**src/logic/adc_store_pkg.sv**
```systemverilog
// Constants, field layouts and carrier types for the result store
//Contract
//- Finished results land in four read-only pairs
//- Fixed continuous fills pairs zero to three
//- Other modes: input modulo four picks pair
//- Low register bit 0 flags fresh result
//- Reading either half clears that pair's flag
//- Reading any result clears conversion done flag
//- Completion seen by polling or by interrupt
//- Repeat/scan bits select the four modes
//- Process end sets done flag, pulses request
`default_nettype none
package adc_store_pkg;
	localparam int RES_W   = 10;
	localparam int CH_W    = 3;
	localparam int PAIRS   = 4;
	localparam int ADDR_W  = 8;
	localparam int DATA_W  = 32;

	// Register byte offsets
	localparam logic [7:0] OFF_MODE0  = 8'h00;
	localparam logic [7:0] OFF_STATUS = 8'h04;
	localparam logic [2:0] RES_BLOCK  = 3'h1; // paddr[7:5], 0x20..0x3C
	localparam int         PAIR_LSB   = 3;    // paddr[4:3] picks the pair
	localparam int         HIGH_BIT   = 2;    // paddr[2] picks high half

	// Mode register fields
	localparam int         SCAN_POS   = 0;
	localparam int         REPEAT_POS = 1;
	localparam int         EOC_POS    = 2;
	localparam logic [1:0] MODE_RESET = 2'h0;

	// Result register fields
	localparam int VALID_POS   = 0;
	localparam int LOW_DATA_LSB = 6;  // low two result bits at [7:6]
	localparam int LOW_BITS     = 2;

	// Repeat and scan bits together
	typedef enum logic [1:0] {
		FIXED_SINGLE = 2'h0,
		SCAN_SINGLE  = 2'h1,
		FIXED_CONT   = 2'h2,
		SCAN_CONT    = 2'h3
	} conv_mode_e;

	// One finished conversion from the core
	typedef struct packed {
		logic [CH_W-1:0]  channel;
		logic [RES_W-1:0] value;
	} conv_result_s;
endpackage
`default_nettype wire

```
**src/logic/result_pair.sv**
```systemverilog
// One result register pair with its fresh-result flag
`timescale 1ns/1ns
`default_nettype none
module result_pair
	import adc_store_pkg::*;
#(
	parameter int W = RES_W
) (
	input  wire logic         pclk,
	input  wire logic         presetn,
	input  wire logic         load,
	input  wire logic [W-1:0] value_in,
	input  wire logic         read_clear,
	output logic      [W-1:0] value,
	output logic              valid
);
	logic [W-1:0] next_value;
	logic         next_valid;

	// Load sets the flag; a read in the same cycle must not lose it
	always_comb begin
		next_value = load ? value_in : value;
		next_valid = load | (valid & ~read_clear);
	end

	always_ff @(posedge pclk or negedge presetn) begin
		if (!presetn) begin
			value <= '0;
			valid <= 1'b0;
		end else begin
			value <= next_value;
			valid <= next_valid;
		end
	end
endmodule
`default_nettype wire

```
**src/logic/adc_result_store.sv**
```systemverilog
// APB result store of the eight-input converter
`timescale 1ns/1ns
`default_nettype none
module adc_result_store
	import adc_store_pkg::*;
(
	input  wire logic              pclk,
	input  wire logic              presetn,
	input  wire logic              psel,
	input  wire logic              penable,
	input  wire logic              pwrite,
	input  wire logic [ADDR_W-1:0] paddr,
	input  wire logic [DATA_W-1:0] pwdata,
	output logic      [DATA_W-1:0] prdata,
	output logic                   pready,
	output logic                   pslverr,
	input  wire logic              conv_valid,
	input  wire conv_result_s      conv_result,
	input  wire logic              conv_end,
	output logic                   repeat_mode,
	output logic                   scan_mode,
	output logic                   conversion_done_flag,
	output logic                   conversion_done_irq
);
	conv_mode_e        mode;
	logic [1:0]        fill_ptr;
	logic              access;
	logic              is_res;
	logic [1:0]        pair_sel;
	logic [PAIRS-1:0]  load_vec;
	logic [PAIRS-1:0]  clear_vec;
	logic [PAIRS-1:0]  valid_vec;
	logic [1:0]        dest;
	logic [RES_W-1:0]  pair_value [PAIRS];
	logic [DATA_W-1:0] rd_word;
	logic              mapped;
	logic              next_pready;
	logic              next_pslverr;
	logic [DATA_W-1:0] next_prdata;
	logic [1:0]        next_mode_bits;
	logic [1:0]        next_fill_ptr;
	logic              next_done_flag;
	logic              next_irq;
	logic              mode_wr;

	assign mode        = conv_mode_e'({repeat_mode, scan_mode});
	assign access      = psel & penable & pready;
	assign is_res      = (paddr[7:5] == RES_BLOCK);
	assign pair_sel    = paddr[PAIR_LSB+1:PAIR_LSB];
	assign mode_wr     = access & pwrite & (paddr == OFF_MODE0);

	// Destination pair: rotating slot or input number modulo four
	assign dest = (mode == FIXED_CONT) ? fill_ptr
	                                   : conv_result.channel[1:0];

	// Load and read-clear strobes for each pair
	always_comb begin
		for (int k = 0; k < PAIRS; k++) begin
			load_vec[k]  = conv_valid & (dest == 2'(k));
			clear_vec[k] = access & ~pwrite & is_res & (pair_sel == 2'(k));
		end
	end

	// Result storage; software has no write path here
	for (genvar g = 0; g < PAIRS; g++) begin : g_pair
		result_pair #(.W(RES_W)) u_pair (
			.pclk      (pclk),
			.presetn   (presetn),
			.load      (load_vec[g]),
			.value_in  (conv_result.value),
			.read_clear(clear_vec[g]),
			.value     (pair_value[g]),
			.valid     (valid_vec[g])
		);
	end

	// Read mux; result words are read only
	always_comb begin
		rd_word = '0;
		mapped  = 1'b1;
		if (is_res) begin
			if (paddr[HIGH_BIT])
				rd_word[7:0] = pair_value[pair_sel][RES_W-1:LOW_BITS];
			else begin
				rd_word[LOW_DATA_LSB+LOW_BITS-1:LOW_DATA_LSB] =
					pair_value[pair_sel][LOW_BITS-1:0];
				rd_word[VALID_POS] = valid_vec[pair_sel];
			end
			mapped = (paddr[1:0] == 2'h0);
		end else if (paddr == OFF_MODE0) begin
			rd_word[SCAN_POS]   = scan_mode;
			rd_word[REPEAT_POS] = repeat_mode;
			rd_word[EOC_POS]    = conversion_done_flag;
		end else if (paddr == OFF_STATUS) begin
			rd_word[PAIRS-1:0] = valid_vec;
		end else begin
			mapped = 1'b0;
		end
	end

	// One wait state so read data leaves straight from a flop
	always_comb begin
		next_pready  = psel & penable & ~pready;
		next_prdata  = prdata;
		next_pslverr = 1'b0;
		if (psel & penable & ~pready) begin
			next_prdata  = pwrite ? '0 : rd_word;
			next_pslverr = ~mapped;
		end
	end

	always_ff @(posedge pclk or negedge presetn) begin
		if (!presetn) begin
			pready  <= 1'b0;
			pslverr <= 1'b0;
			prdata  <= '0;
		end else begin
			pready  <= next_pready;
			pslverr <= next_pslverr;
			prdata  <= next_prdata;
		end
	end

	// Mode bits, fill pointer, done flag and request pulse
	always_comb begin
		next_mode_bits = mode_wr ? {pwdata[REPEAT_POS], pwdata[SCAN_POS]}
		                         : {repeat_mode, scan_mode};
		next_fill_ptr  = fill_ptr;
		if (mode_wr)
			next_fill_ptr = 2'h0; // Restart the ring on any mode change
		else if (conv_valid && mode == FIXED_CONT)
			next_fill_ptr = fill_ptr + 2'h1;
		// Set wins over a read in the same cycle
		next_done_flag = conv_end | (conversion_done_flag &
			~(access & ~pwrite & is_res));
		next_irq = conv_end;
	end

	always_ff @(posedge pclk or negedge presetn) begin
		if (!presetn) begin
			repeat_mode          <= MODE_RESET[REPEAT_POS];
			scan_mode            <= MODE_RESET[SCAN_POS];
			fill_ptr             <= 2'h0;
			conversion_done_flag <= 1'b0;
			conversion_done_irq  <= 1'b0;
		end else begin
			{repeat_mode, scan_mode} <= next_mode_bits;
			fill_ptr                 <= next_fill_ptr;
			conversion_done_flag     <= next_done_flag;
			conversion_done_irq      <= next_irq;
		end
	end
endmodule
`default_nettype wire

```
**config.mk**
```make
export PLATFORM = sky130hd
export DESIGN_NAME = adc_result_store
export DESIGN_NICKNAME = d
export VERILOG_FILES = /design/src/logic/adc_store_pkg.sv /design/src/logic/result_pair.sv /design/src/logic/adc_result_store.sv
export SDC_FILE = /design/constraint.sdc
export NUM_CORES = 1
export LEC_CHECK = 0
export BUFFER_PORTS_ARGS = -buffer_cell sky130_fd_sc_hd__buf_4
export CAP_MARGIN = 30
export CORE_ASPECT_RATIO = 0.9
export CORE_UTILIZATION = 43
export DETAILED_ROUTE_END_ITERATION = 10
export PLACE_DENSITY = 0.73
export SYNTH_ARGS = -nofsm -noshare
export SYNTH_HDL_FRONTEND = slang
export SYNTH_HIERARCHICAL = 1
export SYNTH_SLANG_ARGS = --single-unit
```
**constraint.sdc**
```tcl
create_clock -name pclk -period 2.3 [get_ports pclk]
set_input_delay 0.23 -clock pclk [delete_from_list [all_inputs] [get_ports pclk]]
set_output_delay 0.23 -clock pclk [all_outputs]
set_load 0.02 [all_outputs]
```
==> results.sh <==
export IMPL_core_sq_um=7076
export IMPL_cts_buffers=9
export IMPL_drt_iter0_markers=93
export IMPL_dp_cells=348
export IMPL_grt_use_total=0.1702
export IMPL_fp_dieH_um=83.14
export IMPL_mostFrequentLayoutCells="60 x dfrtp_1, 46 x buf_4, 36 x mux2_4, 24 x conb_1, 10 x clkbuf_8"
export IMPL_final_common_cell="dfrtp_1"
export IMPL_finalNonFillerCells=366
export IMPL_hp_start="pwdata[1]"
export IMPL_r2r_end="g_pair[1].u_pair/value[9]"
export IMPL_grt_pass1_vias=1865
export IMPL_slew_headroom=0.5036
export IMPL_grt_first_pass_wirelength_um=9694
export IMPL_synth_top_area_share=0.4773
export IMPL_rsz0062_at_grt="no"
export IMPL_drc=0
export IMPL_start_kind="register"
export IMPL_ys_top_cells_by_area="dfrtp_1 48%, mux2_4 17%, buf_4 5.7%"
export IMPL_wirelength_um=5915
export IMPL_crit_type="reg -> reg"
export IMPL_setup_violations=0
export IMPL_gp_congestion=0.7072
export IMPL_r2r_start="scan_mode"
export IMPL_ir_drop_uv=395.9
export IMPL_layout_setup_ws_ns=0.4396
export IMPL_p_leak_nw=1.687
export IMPL_via_per_inst=5.090
export IMPL_ys_types=40
export IMPL_power_mw=2.582
export IMPL_drive_above_1_share=0.4322
export IMPL_cp_arrival_ns=2.08
export IMPL_syn_inst=220
export IMPL_holdCritPathClass="in -> reg"
export IMPL_finalNetCount=328
export IMPL_cp_end_kind="register"
export IMPL_ys_ff_latch=60
export IMPL_syn_area_per_cell_sq_um=14.30
export IMPL_cts_root_buffer_cell="clkbuf_8"
export IMPL_period_minus_slack_ns=1.860
export IMPL_start_util=0.4446
export IMPL_ant_nets=0
export IMPL_clk_pin_slew_ns=0.06
export IMPL_synth_largest_area_cell="dfrtp_1"
export IMPL_grt_max_degree=61
export IMPL_post_cts_resized=0
export IMPL_cts_path_max_buffers=2
export IMPL_worst_pin_slew_ns=0.7446
export IMPL_clk_latency_ns=0.33
export IMPL_detailed_place_hpwl_um=4001
export IMPL_r2r_cells=5
export IMPL_drt_first_pass_iters=4
export IMPL_seq_area_frac_synth=0.4773
export IMPL_syn_area_sq_um=3146
export IMPL_die_area_sq_um=7662
export IMPL_powerDensity_nw_per_um2=714.2
export IMPL_min_path_cells=2
export IMPL_grt_antenna_before_repair=0
export IMPL_vias=1863
export IMPL_syn2layout_area_growth_pct=14.92
export IMPL_wl_per_cell_um=16.16
export IMPL_grt_remaining_overflow=0
export IMPL_worstSetupStartpoint="scan_mode"
export IMPL_diodes=0
export IMPL_min_period_over_period=0.8089
export IMPL_cts_tree="built"
export IMPL_r2r_slack_ns=0.44
export IMPL_tns_ns=0
export IMPL_io_buffer_count=42
export IMPL_worst_ep_required_time_ns=2.52
export IMPL_max_cap_violations=0
export IMPL_path_max_fanout=11
export IMPL_outcome="completed"
export IMPL_row_count=29
export IMPL_holdBufCountCts=2
export IMPL_post_cts_buffers=0
export IMPL_hold_viol_final=0
export IMPL_dieWidth_um=92.16
export IMPL_io_pins=98
export IMPL_h_tree_depth=3
export IMPL_fin_skew_ns=0.006403
export IMPL_clock_sinks=60
export IMPL_drv_slew=0
export IMPL_final_util=0.5109
export IMPL_whs_endpoint="repeat_mode"
export IMPL_place_ws_ns=0.4379
export IMPL_clock_fmax_mhz=537.5
export IMPL_ys_warnings_count=6
==> how the worst max path moves through the flow <==
stage / endpoint / slack (ns) / depth (start not counted)
4_1_cts: g_pair[1].u_pair/value[9] / 0.43 / 5
2_1_floorplan: g_pair[3].u_pair/value[0] / 0.53 / 5
3_5_place_dp: g_pair[1].u_pair/value[9] / 0.44 / 5
6_report: g_pair[1].u_pair/value[9] / 0.44 / 5
5_1_grt: g_pair[1].u_pair/value[9] / 0.35 / 5
3_3_place_gp: g_pair[2].u_pair/value[9] / 0.47 / 5
==> cell type report <==
type	instances	area [sq um]
Fill cell	628	3461
Inverter	8	30.03
Timing Repair Buffer	48	365.4
Multi-Input combinational cell	141	1439
Tap cell	93	116.4
Clock inverter	2	10.01
Clock buffer	14	152.6
Sequential cell	60	1501
==> cell families (layout without fill, tap and decap cells) <==
kind of cell / count (synthesis) / after routing / share of synthesized area
buf+inv: 42 / 72 / 0.09427
other cells: 1 / 24 / 0.001192
mux: 61 / 61 / 0.3035
xor+xnor: 2 / 2 / 0.005570
compound gates: 14 / 14 / 0.03302
flops: 60 / 60 / 0.4773
simple gates: 40 / 40 / 0.08512
==> synthesized netlist by cell type (all sizes together) <==
master,count
a221oi,1
nor3b,2
and3,2
nand4,6
a22o,2
mux2i,5
clkbuf,1
nand3,3
a21oi,2
nand4b,1
mux4,11
and4b,1
inv,8
conb,1
o21ai,2
nor2b,1
nor3,6
nand3b,2
o21bai,1
xor2,2
buf,33
nor2,3
nor4,1
dfrtp,60
nor4b,2
nor4bb,1
o211ai,1
a21o,5
mux2,45
nand2,6
and3b,2
nand2b,1
==> state kept, by name, indices dropped and copies added (netlist names), 2 cells and up <==
signal               flops
g_pair.u_pair/value     40
prdata                   8
g_pair.u_pair/valid      4
fill_ptr                 2
==> worst max-delay path, cell delays in order (launching register included) <==
cell,delay (ns)
dfrtp_1,0.41
nand2b_1,0.18
mux2i_1,0.33
and3b_1,0.21
buf_4,0.25
mux2_2,0.37
==> per-layer routing <==
| metal | GRT usage | share of wire | vias up |
|---|---|---|---|
| met2 | 0.2429 | 0.45 | 73 |
| li1 | - | - | 847 |
| met1 | 0.2415 | 0.48 | 933 |
| met5 | 0 | 0 | - |
| met3 | 0.06136 | 0.057 | 10 |
| met4 | 0.05540 | 0.013 | 0 |
==> power by group <==
| group | internal [mW] | total [mW] | switching [mW] | leakage, nW |
|---|---|---|---|---|
| sequential | 1.20 | 1.28 | 0.0791 | 0.720 |
| combinational | 0.302 | 0.503 | 0.200 | 0.883 |
| clock | 0.418 | 0.799 | 0.381 | 0.0844 |
==> stage by stage <==
step	hold WS, ns	area [sq um]
3_3_place_gp	0.3387	3432
4_1_cts	0.1115	3615
2_1_floorplan	-0.06559	3232
6_report	0.1268	3615
5_1_grt	0.1173	3615
3_5_place_dp	0.3494	3432
Power figures use the tool's default switching activity.
